===== config.mk =====
export PLATFORM = sky130hd
export DESIGN_NAME = bfm_ball_mux
export DESIGN_NICKNAME = d
export VERILOG_FILES = /design/src/common/bfm_pkg.sv /design/src/design/bfm_ball_mux.sv
export SDC_FILE = /design/constraint.sdc
export NUM_CORES = 1
export LEC_CHECK = 0
export ABC_AREA = 0
export BUFFER_PORTS_ARGS = -buffer_cell sky130_fd_sc_hd__clkbuf_2
export CAP_MARGIN = 20
export CORE_ASPECT_RATIO = 2
export CORE_MARGIN = 5
export CORE_UTILIZATION = 38
export CTS_BUF_LIST = sky130_fd_sc_hd__clkbuf_4 sky130_fd_sc_hd__clkbuf_8
export CTS_CLUSTER_DIAMETER = 120
export DETAILED_ROUTE_END_ITERATION = 6
export HOLD_SLACK_MARGIN = 0.05
export PLACE_DENSITY_LB_ADDON = 0.1
export SETUP_SLACK_MARGIN = 0.15
export SYNTH_ARGS = -nofsm -noshare
export SYNTH_HDL_FRONTEND = slang
export SYNTH_SLANG_ARGS = --single-unit

===== constraint.sdc =====
create_clock -name mclk -period 1.7 [get_ports mclk]
set_clock_uncertainty 0.15 [all_clocks]
set_input_delay 0.085 -clock mclk [delete_from_list [all_inputs] [get_ports mclk]]
set_output_delay 0.085 -clock mclk [all_outputs]
set_load 0.02 [all_outputs]

===== src/common/bfm_pkg.sv =====
// constants for the ball function multiplexer
package bfm_pkg;
	// ball_function_select_reg bit positions
	localparam int unsigned SEL_GPIO_STROBE = 21; // strobe ball to gpio
	localparam int unsigned SEL_FLASH_STROBE = 2; // strobe ball to flash disk
	localparam int unsigned SEL_FLASH_CS = 7; // cs ball to flash disk
	localparam int unsigned SEL_IO_CHIP_SELECT_ZERO = 5; // cs ball to io chip select 0
	localparam int unsigned SEL_FLAT_PANEL = 23; // flat panel group
	localparam int unsigned SEL_VIDEO_OUT = 15; // video out instead of panel
	localparam int unsigned SEL_MONITOR = 27; // fast bus monitor outputs
	localparam int unsigned SEL_UART2 = 18; // serial port 2 group
	localparam int unsigned SEL_DISK_CHAN1 = 8; // ide channel 1 group

	// ball indices on the pad vectors
	localparam int unsigned BALL_WR_STROBE = 0;
	localparam int unsigned BALL_FLASH_CS = 1;
	localparam int unsigned BALL_IO_CHIP_SELECT_ZERO = 2;
	localparam int unsigned BALL_PD7 = 3;
	localparam int unsigned BALL_PD6 = 4;
	localparam int unsigned BALL_BUSY = 5;
	localparam int unsigned BALL_ACK = 6;
	localparam int unsigned BALL_SELIN = 7;
	localparam int unsigned BALL_INIT = 8;
	localparam int unsigned BALL_GENERAL_IO_TEN = 9;
	localparam int unsigned BALL_CYCLE = 10;
	localparam int unsigned BALL_PCI_CLOCK_OUT_ZERO = 11;
	localparam int unsigned NUM_BALLS = 12;

	// general purpose io indices
	localparam int unsigned GPIO_FIFTEEN = 0;
	localparam int unsigned GPIO_TWENTY = 1;
	localparam int unsigned GPIO_SEVENTEEN = 2;
	localparam int unsigned GPIO_TEN = 3;
	localparam int unsigned NUM_GPIO = 4;

	// reset values
	localparam logic [NUM_GPIO-1:0] PULLUP_RESET = 4'hf;
	localparam logic STRAP_RESET = 1'h0;

	// function owning the parallel port ball group
	typedef enum logic [3:0] {
		GRP_PRINTER = 4'h1,
		GRP_PANEL = 4'h2,
		GRP_VIDEO = 4'h4,
		GRP_MONITOR = 4'h8
	} bfm_group_type;
endpackage


===== src/design/bfm_ball_mux.sv =====
// ball function multiplexer: routes internal functions onto shared balls
`timescale 1ns/1ps
`default_nettype none
module bfm_ball_mux (
	// clock and reset
	input wire logic mclk,
	input wire logic reset,
	// configuration
	input wire logic [31:0] ball_function_select_reg,
	input wire logic pullup_wr_en,
	input wire logic [bfm_pkg::NUM_GPIO-1:0] pullup_wr_data,
	output logic [bfm_pkg::NUM_GPIO-1:0] pullup_en,
	output logic fast_bus_monitor_strap,
	// balls
	input wire logic [bfm_pkg::NUM_BALLS-1:0] ball_in,
	output logic [bfm_pkg::NUM_BALLS-1:0] ball_out,
	output logic [bfm_pkg::NUM_BALLS-1:0] ball_oe,
	// isa and chip selects, asserted high
	input wire logic isa_io_write_strobe,
	input wire logic flash_disk_write_strobe,
	input wire logic flash_disk_chip_select,
	input wire logic io_chip_select_zero,
	// general purpose io
	input wire logic [bfm_pkg::NUM_GPIO-1:0] general_io_out,
	input wire logic [bfm_pkg::NUM_GPIO-1:0] general_io_oe,
	output logic [bfm_pkg::NUM_GPIO-1:0] general_io_in,
	// flat panel and video out
	input wire logic [17:0] flat_panel_data,
	input wire logic flat_panel_data_clock,
	input wire logic [7:0] video_out_port_data,
	input wire logic video_out_port_clock,
	// fast bus monitor, asserted high
	input wire logic [7:0] monitor_addr_data,
	input wire logic [3:0] monitor_byte_enable,
	input wire logic monitor_initiator_ready,
	input wire logic monitor_bus_clock,
	input wire logic monitor_sys_mgmt_irq_out,
	// printer port, asserted high
	input wire logic [1:0] printer_data_out,
	input wire logic printer_data_oe,
	output logic [1:0] printer_data_in,
	output logic printer_busy_in,
	output logic printer_ack_in,
	input wire logic printer_select_in_out,
	input wire logic printer_init_out,
	// serial port 2, disk channel 1 and test
	output logic uart2_set_ready_in,
	output logic disk_chan1_ready_in,
	input wire logic sdram_test_out_one,
	// cycle multiplexed pci / isa data bit
	input wire logic bus_phase_pci,
	input wire logic pci_ad_out,
	input wire logic pci_ad_oe,
	output logic pci_ad_in,
	input wire logic isa_data_out,
	input wire logic isa_data_oe,
	output logic isa_data_in,
	// pci clock 0 driven out on the strap ball
	input wire logic pci_clock_out_zero
);
	localparam int unsigned NB = bfm_pkg::NUM_BALLS;

	logic [NB-1:0] sync1_q; // first synchroniser stage
	logic [NB-1:0] sync2_q; // second stage, the only one logic reads
	logic strap_q; // captured monitor strap
	logic [bfm_pkg::NUM_GPIO-1:0] pullup_q; // gpio pull-up enables
	logic [NB-1:0] out_d; // next ball level
	logic [NB-1:0] oe_d; // next ball drive enable
	logic [NB-1:0] out_q;
	logic [NB-1:0] oe_q;
	logic [bfm_pkg::NUM_GPIO-1:0] gpio_in_d;
	logic [1:0] pd_in_d;
	logic busy_d, ack_d, dsr_d, iordy_d;
	logic pci_in_d, isa_in_d;
	logic [bfm_pkg::NUM_GPIO-1:0] gpio_in_q;
	logic [1:0] pd_in_q;
	logic busy_q, ack_q, dsr_q, iordy_q;
	logic pci_in_q, isa_in_q;
	logic monitor_sel; // monitor requested by bit or strap
	logic panel_sel; // panel owns shared chip select balls
	bfm_pkg::bfm_group_type grp; // owner of the printer ball group
	logic [1:0] strobe_sel; // bits 21,2
	logic [1:0] uart_sel; // bits 18,8

	// every ball input passes two flops; they come from the board
	always_ff @(posedge mclk) begin
		sync1_q <= ball_in;
		sync2_q <= sync1_q;
	end

	// strap follows the ball while reset is held, frozen at release;
	// reset must last three edges so the synchroniser has settled
	always_ff @(posedge mclk) begin
		if (reset) begin
			strap_q <= sync2_q[bfm_pkg::BALL_PCI_CLOCK_OUT_ZERO];
		end
	end

	// pull-ups come up enabled, software may turn them off later
	always_ff @(posedge mclk) begin
		if (reset) begin
			pullup_q <= bfm_pkg::PULLUP_RESET;
		end else if (pullup_wr_en) begin
			pullup_q <= pullup_wr_data;
		end
	end

	// decode of the select bits, static configuration
	always_comb begin
		monitor_sel = ball_function_select_reg[bfm_pkg::SEL_MONITOR]
			| strap_q;
		panel_sel = ball_function_select_reg[bfm_pkg::SEL_FLAT_PANEL]
			& ~ball_function_select_reg[bfm_pkg::SEL_VIDEO_OUT];
		strobe_sel = {ball_function_select_reg[bfm_pkg::SEL_GPIO_STROBE],
			ball_function_select_reg[bfm_pkg::SEL_FLASH_STROBE]};
		uart_sel = {ball_function_select_reg[bfm_pkg::SEL_UART2],
			ball_function_select_reg[bfm_pkg::SEL_DISK_CHAN1]};
		// panel bit wins over the monitor request: the monitor needs it low
		if (ball_function_select_reg[bfm_pkg::SEL_FLAT_PANEL]) begin
			if (ball_function_select_reg[bfm_pkg::SEL_VIDEO_OUT]) begin
				grp = bfm_pkg::GRP_VIDEO;
			end else begin
				grp = bfm_pkg::GRP_PANEL;
			end
		end else if (monitor_sel) begin
			grp = bfm_pkg::GRP_MONITOR;
		end else begin
			grp = bfm_pkg::GRP_PRINTER;
		end
	end

	// ball drive: low-active functions are inverted at the ball
	always_comb begin
		out_d = '0;
		oe_d = '0;
		gpio_in_d = '0;
		pd_in_d = '0;
		busy_d = 1'b0;
		ack_d = 1'b0;
		dsr_d = 1'b0;
		iordy_d = 1'b0;
		// write strobe ball
		case (strobe_sel)
			2'h0: begin
				out_d[bfm_pkg::BALL_WR_STROBE] = ~isa_io_write_strobe;
				oe_d[bfm_pkg::BALL_WR_STROBE] = 1'b1;
			end
			2'h1: begin
				out_d[bfm_pkg::BALL_WR_STROBE] = ~flash_disk_write_strobe;
				oe_d[bfm_pkg::BALL_WR_STROBE] = 1'b1;
			end
			2'h3: begin
				out_d[bfm_pkg::BALL_WR_STROBE] =
					general_io_out[bfm_pkg::GPIO_FIFTEEN];
				oe_d[bfm_pkg::BALL_WR_STROBE] =
					general_io_oe[bfm_pkg::GPIO_FIFTEEN];
				gpio_in_d[bfm_pkg::GPIO_FIFTEEN] =
					sync2_q[bfm_pkg::BALL_WR_STROBE];
			end
			default: begin
				// undefined code: ball released, nothing routed
				oe_d[bfm_pkg::BALL_WR_STROBE] = 1'b0;
			end
		endcase
		// flash chip select ball
		if (panel_sel) begin
			out_d[bfm_pkg::BALL_FLASH_CS] = flat_panel_data[0];
			oe_d[bfm_pkg::BALL_FLASH_CS] = 1'b1;
		end else if (ball_function_select_reg[bfm_pkg::SEL_FLASH_CS]) begin
			out_d[bfm_pkg::BALL_FLASH_CS] = ~flash_disk_chip_select;
			oe_d[bfm_pkg::BALL_FLASH_CS] = 1'b1;
		end else begin
			out_d[bfm_pkg::BALL_FLASH_CS] =
				general_io_out[bfm_pkg::GPIO_TWENTY];
			oe_d[bfm_pkg::BALL_FLASH_CS] = general_io_oe[bfm_pkg::GPIO_TWENTY];
			gpio_in_d[bfm_pkg::GPIO_TWENTY] = sync2_q[bfm_pkg::BALL_FLASH_CS];
		end
		// io chip select 0 ball
		if (panel_sel) begin
			out_d[bfm_pkg::BALL_IO_CHIP_SELECT_ZERO] = flat_panel_data_clock;
			oe_d[bfm_pkg::BALL_IO_CHIP_SELECT_ZERO] = 1'b1;
		end else if (ball_function_select_reg[bfm_pkg::SEL_IO_CHIP_SELECT_ZERO]) begin
			out_d[bfm_pkg::BALL_IO_CHIP_SELECT_ZERO] = ~io_chip_select_zero;
			oe_d[bfm_pkg::BALL_IO_CHIP_SELECT_ZERO] = 1'b1;
		end else begin
			out_d[bfm_pkg::BALL_IO_CHIP_SELECT_ZERO] =
				general_io_out[bfm_pkg::GPIO_SEVENTEEN];
			oe_d[bfm_pkg::BALL_IO_CHIP_SELECT_ZERO] = general_io_oe[bfm_pkg::GPIO_SEVENTEEN];
			gpio_in_d[bfm_pkg::GPIO_SEVENTEEN] = sync2_q[bfm_pkg::BALL_IO_CHIP_SELECT_ZERO];
		end
		// printer port group; balls without a video bit keep panel data
		case (grp)
			bfm_pkg::GRP_PRINTER: begin
				out_d[bfm_pkg::BALL_PD7] = printer_data_out[1];
				out_d[bfm_pkg::BALL_PD6] = printer_data_out[0];
				oe_d[bfm_pkg::BALL_PD7] = printer_data_oe;
				oe_d[bfm_pkg::BALL_PD6] = printer_data_oe;
				pd_in_d = {sync2_q[bfm_pkg::BALL_PD7], sync2_q[bfm_pkg::BALL_PD6]};
				busy_d = sync2_q[bfm_pkg::BALL_BUSY];
				ack_d = ~sync2_q[bfm_pkg::BALL_ACK];
				out_d[bfm_pkg::BALL_SELIN] = ~printer_select_in_out;
				out_d[bfm_pkg::BALL_INIT] = ~printer_init_out;
				oe_d[bfm_pkg::BALL_SELIN] = 1'b1;
				oe_d[bfm_pkg::BALL_INIT] = 1'b1;
			end
			bfm_pkg::GRP_PANEL, bfm_pkg::GRP_VIDEO: begin
				out_d[bfm_pkg::BALL_PD7] = flat_panel_data[13];
				out_d[bfm_pkg::BALL_SELIN] = flat_panel_data[16];
				if (grp == bfm_pkg::GRP_VIDEO) begin
					out_d[bfm_pkg::BALL_PD6] = video_out_port_data[0];
					out_d[bfm_pkg::BALL_BUSY] = video_out_port_data[2];
					out_d[bfm_pkg::BALL_ACK] = video_out_port_clock;
					out_d[bfm_pkg::BALL_INIT] = video_out_port_data[4];
				end else begin
					out_d[bfm_pkg::BALL_PD6] = flat_panel_data[1];
					out_d[bfm_pkg::BALL_BUSY] = flat_panel_data[3];
					out_d[bfm_pkg::BALL_ACK] = flat_panel_data_clock;
					out_d[bfm_pkg::BALL_INIT] = flat_panel_data[5];
				end
				oe_d[bfm_pkg::BALL_INIT:bfm_pkg::BALL_PD7] = '1;
			end
			bfm_pkg::GRP_MONITOR: begin
				out_d[bfm_pkg::BALL_PD7] = monitor_addr_data[7];
				out_d[bfm_pkg::BALL_PD6] = monitor_addr_data[6];
				out_d[bfm_pkg::BALL_BUSY] = ~monitor_byte_enable[1];
				out_d[bfm_pkg::BALL_ACK] = monitor_bus_clock;
				out_d[bfm_pkg::BALL_SELIN] = ~monitor_initiator_ready;
				out_d[bfm_pkg::BALL_INIT] = monitor_sys_mgmt_irq_out;
				oe_d[bfm_pkg::BALL_INIT:bfm_pkg::BALL_PD7] = '1;
			end
			default: begin
				oe_d[bfm_pkg::BALL_INIT:bfm_pkg::BALL_PD7] = '0;
			end
		endcase
		// general_io_ten ball: gpio, serial 2, disk channel 1 or test output
		case (uart_sel)
			2'h0: begin
				out_d[bfm_pkg::BALL_GENERAL_IO_TEN] =
					general_io_out[bfm_pkg::GPIO_TEN];
				oe_d[bfm_pkg::BALL_GENERAL_IO_TEN] = general_io_oe[bfm_pkg::GPIO_TEN];
				gpio_in_d[bfm_pkg::GPIO_TEN] = sync2_q[bfm_pkg::BALL_GENERAL_IO_TEN];
			end
			2'h2: begin
				dsr_d = ~sync2_q[bfm_pkg::BALL_GENERAL_IO_TEN];
			end
			2'h1: begin
				iordy_d = sync2_q[bfm_pkg::BALL_GENERAL_IO_TEN];
			end
			default: begin
				out_d[bfm_pkg::BALL_GENERAL_IO_TEN] = sdram_test_out_one;
				oe_d[bfm_pkg::BALL_GENERAL_IO_TEN] = 1'b1;
			end
		endcase
		// both owners stay live; the bus phase picks the driver
		out_d[bfm_pkg::BALL_CYCLE] = bus_phase_pci ? pci_ad_out
			: isa_data_out;
		oe_d[bfm_pkg::BALL_CYCLE] = bus_phase_pci ? pci_ad_oe : isa_data_oe;
		// strap ball only drives the clock once reset is gone
		out_d[bfm_pkg::BALL_PCI_CLOCK_OUT_ZERO] = pci_clock_out_zero;
		oe_d[bfm_pkg::BALL_PCI_CLOCK_OUT_ZERO] = ~reset;
	end

	// cycle-muxed input reaches both owners unconditionally
	always_comb begin
		pci_in_d = sync2_q[bfm_pkg::BALL_CYCLE];
		isa_in_d = sync2_q[bfm_pkg::BALL_CYCLE];
	end

	// registered ball drive and function inputs
	always_ff @(posedge mclk) begin
		if (reset) begin
			out_q <= '0;
			oe_q <= '0;
			gpio_in_q <= '0;
			pd_in_q <= '0;
			busy_q <= 1'b0;
			ack_q <= 1'b0;
			dsr_q <= 1'b0;
			iordy_q <= 1'b0;
			pci_in_q <= 1'b0;
			isa_in_q <= 1'b0;
		end else begin
			out_q <= out_d;
			oe_q <= oe_d;
			gpio_in_q <= gpio_in_d;
			pd_in_q <= pd_in_d;
			busy_q <= busy_d;
			ack_q <= ack_d;
			dsr_q <= dsr_d;
			iordy_q <= iordy_d;
			pci_in_q <= pci_in_d;
			isa_in_q <= isa_in_d;
		end
	end

	assign ball_out = out_q;
	assign ball_oe = oe_q;
	assign pullup_en = pullup_q;
	assign fast_bus_monitor_strap = strap_q;
	assign general_io_in = gpio_in_q;
	assign printer_data_in = pd_in_q;
	assign printer_busy_in = busy_q;
	assign printer_ack_in = ack_q;
	assign uart2_set_ready_in = dsr_q;
	assign disk_chan1_ready_in = iordy_q;
	assign pci_ad_in = pci_in_q;
	assign isa_data_in = isa_in_q;
endmodule // bfm_ball_mux
`default_nettype wire


== Word level (Yosys, flattened, before mapping) ==
Cells that the tools add are included.
Widths: inputs -> output; s select.

* Output and inout bits: 41
* Bits of input ports: 118
* Bits in registers: 64

* Equality and inequality tests: 8
* Reductions and logical operators: 14
* Bitwise gates (word level): 19
* Muxes and demuxes: 25

{| class="wikitable"
|+ Operators by type and width
! kind !! count
|-
| $not 1->1 || 17
|-
| $reduce_or 2->1 || 8
|-
| $pmux 2 s3 || 2
|-
| $mux 1 || 11
|-
| $reduce_or 3->1 || 3
|-
| $mux 4 || 2
|-
| $pmux 2 s2 || 2
|-
| $mux 3 || 2
|-
| $pmux 1 s2 || 3
|-
| $eq 2x1->1 const B || 2
|-
| $eq 2x2->1 const B || 2
|-
| $eq 4x1->1 const B || 1
|-
| $eq 4x2->1 const B || 1
|-
| $eq 4x3->1 const B || 1
|-
| $eq 4x4->1 const B || 1
|-
| $logic_not 2->1 || 2
|-
| $mux 2 || 2
|-
| $reduce_or 4->1 || 1
|-
| $pmux 1 s3 || 1
|-
| $and 1x1->1 || 1
|-
| $or 1x1->1 || 1
|}

== Depth between registers and ports, before layout ==
Gate-level depths: netlist (run 1).

* Depth after elaboration: 6
* Depth in mapped cells: 4

== Worst setup path before layout (run 1) ==
No wires, ideal clock.

* Kind: register to register
* From: register strap_q (netlist: fast_bus_monitor_strap)
* To: register out_q[8] (netlist: ball_out[8])
* Required time: 1421 ps
* Setup slack: 264 ps
* Buffers on the path: 1
* Period minus slack after synthesis: 1436 ps
* Stages on the path, launching flop included: 5
* Arrival: 1157 ps
* Cells stage by stage: edfxtp_1 -> or2_1 -> buf_6 -> a211oi_2 -> a211oi_1

* Cells in the longest elaborated chain, start to end: 6

{| class="wikitable"
|+ RTL lines
! element !! line !! RTL
|-
| start, declared || bfm_ball_mux.sv:65 || <nowiki>logic strap_q;</nowiki>
|-
| start signal, assigned || bfm_ball_mux.sv:95 || <nowiki>strap_q <= sync2_q[bfm_pkg::BALL_PCI_CLOCK_OUT_ZERO];</nowiki>
|-
| $or 1x1->1 (*) || bfm_ball_mux.sv:111 || <nowiki>| strap_q;</nowiki>
|-
| $mux 4 (*) || bfm_ball_mux.sv:125 || <nowiki>end else if (monitor_sel) begin</nowiki>
|-
| $mux 4 (*) || bfm_ball_mux.sv:119 || <nowiki>if (ball_function_select_reg[bfm_pkg::SEL_FLAT_PANEL]) begin</nowiki>
|-
| $eq 4x3->1 / $eq 4x2->1 (equally long branches) || bfm_ball_mux.sv:192, bfm_ball_mux.sv:209 ||
|-
| $mux 1 / $reduce_or 2->1 (equally long branches) || bfm_ball_mux.sv:209, bfm_ball_mux.sv:192 ||
|-
| $pmux 2 s3 (*) || bfm_ball_mux.sv:192 || <nowiki>case (grp)</nowiki>
|-
| end signal, assigned || bfm_ball_mux.sv:283 || <nowiki>out_q <= out_d;</nowiki>
|-
| end, declared || bfm_ball_mux.sv:69 || <nowiki>logic [NB-1:0] out_q;</nowiki>
|}

Every way passes the cells marked *; elsewhere a longest branch is shown, timed or not.
A chain may end at the register's enable or synchronous reset.

== Final worst setup path (run 1) ==
* From: input port ball_function_select_reg[18]
* To: register oe_q[9] (netlist: ball_oe[9])

* Cells in the longest elaborated chain, start to end: 3

{| class="wikitable"
|+ RTL lines
! element !! line !! RTL
|-
| start, declared || bfm_ball_mux.sv:9 || <nowiki>input wire logic [31:0] ball_function_select_reg,</nowiki>
|-
| $eq 2x1->1 / $eq 2x2->1 (equally long branches) || bfm_ball_mux.sv:236 || <nowiki>case (uart_sel)</nowiki>
|-
| $reduce_or 2->1 (no line) || -- ||
|-
| $pmux 1 s2 (*) || bfm_ball_mux.sv:236 ||
|-
| end signal, assigned || bfm_ball_mux.sv:273 || <nowiki>oe_q <= '0;</nowiki>
|-
| end signal, assigned || bfm_ball_mux.sv:284 || <nowiki>oe_q <= oe_d;</nowiki>
|-
| end, declared || bfm_ball_mux.sv:70 || <nowiki>logic [NB-1:0] oe_q;</nowiki>
|}

Marked as above.

==> results of run 1 <==
==> flip-flops by register name (all words and copies together) (netlist names) <==
signal and count:
ball_oe 9, ball_out 12, disk_chan1_ready_in 1, fast_bus_monitor_strap 1
general_io_in 4, isa_data_in 1, printer_ack_in 1, printer_busy_in 1
printer_data_in 2, pullup_en 4, sync1_q 10, sync2_q 10
uart2_set_ready_in 1
==> cells in the final DEF, fill, tap and decap left out, types with 2 or more instances in the layout <==
master	n
nor2b_1	3
and4bb_2	2
nand3_1	5
mux2_2	3
clkbuf_4	2
nor2_1	13
and2_1	3
buf_4	3
dfxtp_1	56
a21oi_1	6
clkbuf_8	10
a211oi_2	2
mux2i_1	9
clkbuf_2	105
inv_1	3
a211oi_1	2
dlygate4sd3_1	74
nand2_1	13
bufinv_16	2
nor3_1	2
==> worst max-delay path by stage <==
stage | startpoint | endpoint | slack (ns) | depth (start not counted)
after floorplan | fast_bus_monitor_strap | ball_out[8] | 0.26 | 4
after global placement | fast_bus_monitor_strap | ball_out[8] | 0.25 | 3
after detailed placement | fast_bus_monitor_strap | ball_out[8] | 0.26 | 3
after CTS | ball_function_select_reg[18] | ball_out[9] | 0.16 | 6
after global routing | ball_function_select_reg[27] | ball_out[3] | 0.15 | 5
final | ball_function_select_reg[18] | ball_oe[9] | 0.18 | 6
==> cell families after synthesis <==
family / synth area share [%]
flip-flops: 65.06
AO/OA/AOI/OAI: 6.648
AND/OR/NAND/NOR: 15.28
buffers and inverters: 6.011
multiplexers: 7.001
==> synthesized netlist by cell type, types with 3 or more instances <==
| cell type | instances |
|---|---|
| a21oi_1 | 7 |
| inv_1 | 3 |
| nand2_1 | 13 |
| a211oi_1 | 3 |
| dfxtp_1 | 56 |
| nor2b_1 | 3 |
| mux2_2 | 3 |
| nor2_1 | 14 |
| buf_6 | 4 |
| mux2i_1 | 9 |
| nand3_1 | 5 |
| buf_4 | 4 |
| and2_1 | 3 |
==> critical path, delay by kind of cell <==
kind                   cells  cell delay (ns)
buffers and inverters      3             1.27
AND/OR/NAND/NOR            2             0.16
AO/OA/AOI/OAI              1             0.12
==> cell type report <==
| type | count | area, um2 |
|---|---|---|
| timing repair buffer | 183 | 1294 |
| tap | 55 | 68.82 |
| clock inverter | 3 | 65.06 |
| clock buffer | 12 | 152.6 |
| fill | 351 | 1270 |
| multi-input combinational | 79 | 534.3 |
| inverter | 5 | 18.77 |
| sequential | 57 | 1151 |
==> power by group <==
group          internal (W)  switching (W)
Clock              0.000887       0.000475
Combinational      0.000253       0.000215
Sequential          0.00141      0.0000215
Total               0.00255       0.000711
==> timing repair <==
action / in CTS / in global routing
gates resized for setup: 0 / 9
setup endpoints to repair: 0 / 4
hold endpoints to repair: 40 / 0
hold buffers: 77 / 0
==> metal layers <==
metal  share of wire (%)  vias up  wire length, um
met3                 8.2        7              460
met5                   0        -                0
met2                  56       89             3177
met1                  34      836             1906
li1                    -      875                -
met4                 1.6        0               90
==> stage by stage <==
step	hold WS (ns)	utilization (%)	instances
global route	0.06370	72.12	394
finish	0.02377	72.12	394
floorplan	-0.03728	-	152
detailed placement	0.03893	50.52	305
CTS	0.05771	72.23	397
global placement	0.03709	50.52	305
==> run metrics, run 1 <==
status=completed; antenna violations before repair=0; Core ar.=4554 um2; crit path kind=input pin to flop; Avg WL per Cell=14.30 um; Seq cells post-synth=57; RR Startpoint=fast_bus_monitor_strap; Most common cell on crit path=dlygate4sd3_1; yosys warns=0; slack of the worst reg-to-reg path=0.24 ns; Worst setup EP type=flop; RSZ-0062 raised after global routing=no; Post-CTS Setup Inserts=0; drt initial violations=57; Main synth FF type=dfxtp_1; Tcrit/Tclk final=89.54%; global routing's busiest layer=met2; worst skew pair latency=0.32 ns; share of layout cells above drive strength 1=40.12%; WP data required=1.81 ns; Tot GR Track Use=18.91%; Final ANT Viol Nets=0; clk buf depth=2; final setup vio count=0; Power Total=0.003264 W; I/O Buffers=107; PwrDens=993.8 nW/um2; CTS tree=yes; H-tree depth=3; Synth Instances=152; # rows=35; total negative slack=0 ns; min Tclk post-route=1.522 ns; Clock Sinks=57; Final Cell Area=3284 um2; Post-synth EDFFs=1; syn_area_per_cell=11.64 um2; initial core utilization=38.85%; Vias=1807; FF-to-FF path depth=3; met2 usage=35.84%; total grt overflow=0; I/O pins=159; DRC Markers=0; Vias/cell=4.586; met1 Track Usage GR=17.40%; max-slew violations=0; Worst Tran Pin Value=0.4477 ns; Area Growth Syn to Fin=85.64%; synthesized area=1769 um2; met3 Resource Use GR=5.346%; CTS clk-pin slew, worst paths=0.06 ns; crit path cell chain=dlygate4sd3_1 > buf_4 > nor2_4 > nand2_1 > dlygate4sd3_1 > a21oi_1; final worst setup slack=0.1778 ns; peak supply drop=725.8 uV; fin nets=453; Worst setup SP type=input pin; largest area contributor in the netlist=dfxtp_1; Die W=58.25 um; Reg-to-Reg End=ball_out[8]; Synth top area share=63.37%; register area share after synthesis=65.06%; Detail Placement HPWL=3.288 mm; slowest CP cell=dlygate4sd3_1; worst slack at placement=0.2564 ns; Post-Syn Nets=270; worst-path maximum fanout=6; largest net degree at the start of global routing=14; Pleak=1.590 nW; hold path depth=4; max-cap violation count=0; type of the tightest min-delay check=input pin to flop; Cell Area, Placed=2301 um2; max frequency=0.6570 GHz; CP arrival=1.63 ns; antenna diode count=0; Routability Congestion=0.6903; largest cells by area after synthesis=dfxtp_1, mux2i_1, nor2_1; Die Y=106.5 um; Final Routed Wirelength=5.634 mm; 1st-pass router iterations=4; Final Hold Vio Count=0; die area=6203 um2; worst hold endpoint=ball_out[1]; vias in the first global route=1845; share of flip-flops with an asynchronous set or reset=0%; total CTS buffers=9; unique cell type count in the Yosys netlist=34; worst stage delay on the critical path=0.55 ns; first-pass GRT wire length=8.583 mm; Slew HR=70.15%; worst hold start=flash_disk_chip_select; root buf cell=clkbuf_8
No activity file was read; power rests on OpenSTA's default activity.
==> inputs of run 2 (changes only) <==
--- a/config.mk
+++ b/config.mk
@@ -16,6 +16,7 @@
 export DETAILED_ROUTE_END_ITERATION = 6
 export HOLD_SLACK_MARGIN = 0.05
 export PLACE_DENSITY_LB_ADDON = 0.1
+export RECOVER_POWER = 100
 export SETUP_SLACK_MARGIN = 0.15
 export SYNTH_ARGS = -nofsm -noshare
 export SYNTH_HDL_FRONTEND = slang
==> run metrics, run 2 (synthesis results as in run 1) <==
Tcrit/Tclk final=92.87% (+3.3 points); WP data required=1.81 ns (about the same); FF-to-FF path depth=3 (unchanged); most frequent cells in the layout=dlygate4sd3_1, clkbuf_2, dfxtp_1, clkbuf_1, nor2_1; cell family with most CP delay=buffers and inverters; Final Hold Vio Count=0 (unchanged); crit path cell chain=dlygate4sd3_1 > buf_4 > nor2_1 > nand2_1 > dlygate4sd3_1 > a21oi_1; clk buf depth=2 (unchanged); 1st-pass router iterations=4 (unchanged); min Tclk post-route=1.579 ns (+0.05657 ns); Tot GR Track Use=18.91% (unchanged); Vias=1805 (-0.11%); worst stage delay on the critical path=0.55 ns (about the same); Core ar.=4554 um2 (unchanged); max-slew violations=0 (unchanged); Pleak=1.440 nW (-9.4%); first-pass GRT wire length=8.583 mm (unchanged); PwrDens=1015 nW/um2 (+2.2%); status=completed; worst-path maximum fanout=6 (unchanged); Worst Tran Pin Value=0.4122 ns (-0.03545 ns); root buf cell=clkbuf_8; max-cap violation count=0 (unchanged); Cell Area, Placed=2301 um2 (unchanged); CTS clk-pin slew, worst paths=0.06 ns (about the same); Slew HR=72.43% (+2.3 points); slowest CP cell=dlygate4sd3_1; Final Cell Area=3198 um2 (-2.6%); WP buf/inv=3 (unchanged); share of layout cells above drive strength 1=25.66% (-14 points); drt initial violations=48 (-16%); largest net degree at the start of global routing=14 (unchanged); Die W=58.25 um (unchanged); Most common cell on crit path=dlygate4sd3_1; most common cell after layout, fill and taps aside=dlygate4sd3_1; final setup vio count=0 (unchanged); antenna diode count=0 (unchanged); worst skew pair latency=0.32 ns (about the same); vias in the first global route=1845 (unchanged); initial core utilization=38.85% (unchanged); total CTS buffers=9 (unchanged); Worst setup EP type=flop; slack of the worst reg-to-reg path=0.25 ns (about the same); RSZ-0062 raised after global routing=no; # rows=35 (unchanged); Reg-to-Reg End=printer_busy_in; Post-CTS Setup Inserts=0 (unchanged); Clock Sinks=57 (unchanged); max frequency=0.6334 GHz (-3.6%); worst slack at placement=0.2564 ns (unchanged); worst hold start=flash_disk_chip_select; fin nets=453 (unchanged); Routability Congestion=0.6903 (unchanged); Final Routed Wirelength=5.715 mm (+1.4%); crit path kind=input pin to flop; Area Growth Syn to Fin=80.76%; Vias/cell=4.581 (-0.11%); Avg WL per Cell=14.51 um (+1.4%); antenna violations before repair=0 (unchanged); Cells after DPL=305 (unchanged); type of the tightest min-delay check=input pin to flop; Final Util=70.22% (-1.9 points); RR Startpoint=fast_bus_monitor_strap; total negative slack=0 ns (unchanged); Non-Filler Instances=394 (unchanged); I/O pins=159 (unchanged); Worst Setup EP=ball_oe[9]; crit path launch=ball_function_select_reg[18]; Final ANT Viol Nets=0 (unchanged); peak supply drop=727.9 uV (+0.29%); Largest register FFs=12 (unchanged); die area=6203 um2 (unchanged); CTS tree=yes; final worst setup slack=0.1213 ns (-0.05657 ns); Die Y=106.5 um (unchanged); I/O Buffers=107 (unchanged); DRC Markers=0 (unchanged); CP arrival=1.69 ns (+0.06 ns); Crit. path cell count=6 (unchanged); H-tree depth=3 (unchanged); Worst setup SP type=input pin; Detail Placement HPWL=3.288 mm (unchanged); total grt overflow=0 (unchanged)
## run 2: cell count changes in the layout (fill, tap and decap cells not counted), moves of 2 or more
cell      delta
and2_0       +2
and2_1       -2
clkbuf_1    +45
clkbuf_2    -44
## run 2: worst min-delay path, delay by kind of cell
kind            cells  cell delay (ns)
compound gates      1             0.09
buf+inv             2             0.10
mux                 1             0.16
## run 2: timing repair
action | CTS | global route
hold buffers | 77 | 0
gates resized for setup | 0 | 9
setup endpoints to repair | 0 | 4
endpoints found under the hold margin | 40 | 0
## run 2: report_power, final
| part | switching [W] | internal (W) |
|---|---|---|
| clock | 0.000478 | 0.000887 |
| sequential | 0.0000212 | 0.00141 |
| combinational | 0.000211 | 0.000236 |
## run 2: how the worst min path moves through the flow
| stage | endpoint | slack (ns) | cells after the start |
|---|---|---|---|
| after floorplan | sync1_q[0] | -0.04 | 0 |
| after global placement | sync1_q[4] | 0.04 | 1 |
| after detailed placement | sync1_q[6] | 0.04 | 1 |
| after CTS | ball_oe[9] | 0.06 | 3 |
| after global routing | ball_out[1] | 0.06 | 4 |
| final | ball_out[1] | 0.02 | 4 |
## run 2: layer usage
metal	vias to the layer above	share of wire, %	GRT usage (%)
met4	0	1.6	9.287
li1	877	-	-
met5	-	0	0
met2	91	56	35.84
met3	7	8.0	5.346
met1	830	34	17.40
## run 2: per-stage QoR
stage                     power (W)  hold slack, ns
after floorplan            0.001634        -0.03728
after global placement     0.001770         0.03709
after detailed placement   0.001774         0.03893
after CTS                  0.003295         0.05771
after global routing       0.003380         0.06369
final                      0.003247         0.02117
## run 2: final cells by class
cell class,instances,area (um2)
well taps,55,68.82
flip-flops and latches,57,1151
inverters,5,18.77
clock inverters,3,65.06
clock buffers,12,152.6
multi-input cells,79,504.2
fillers,385,1356
repair buffers,183,1237
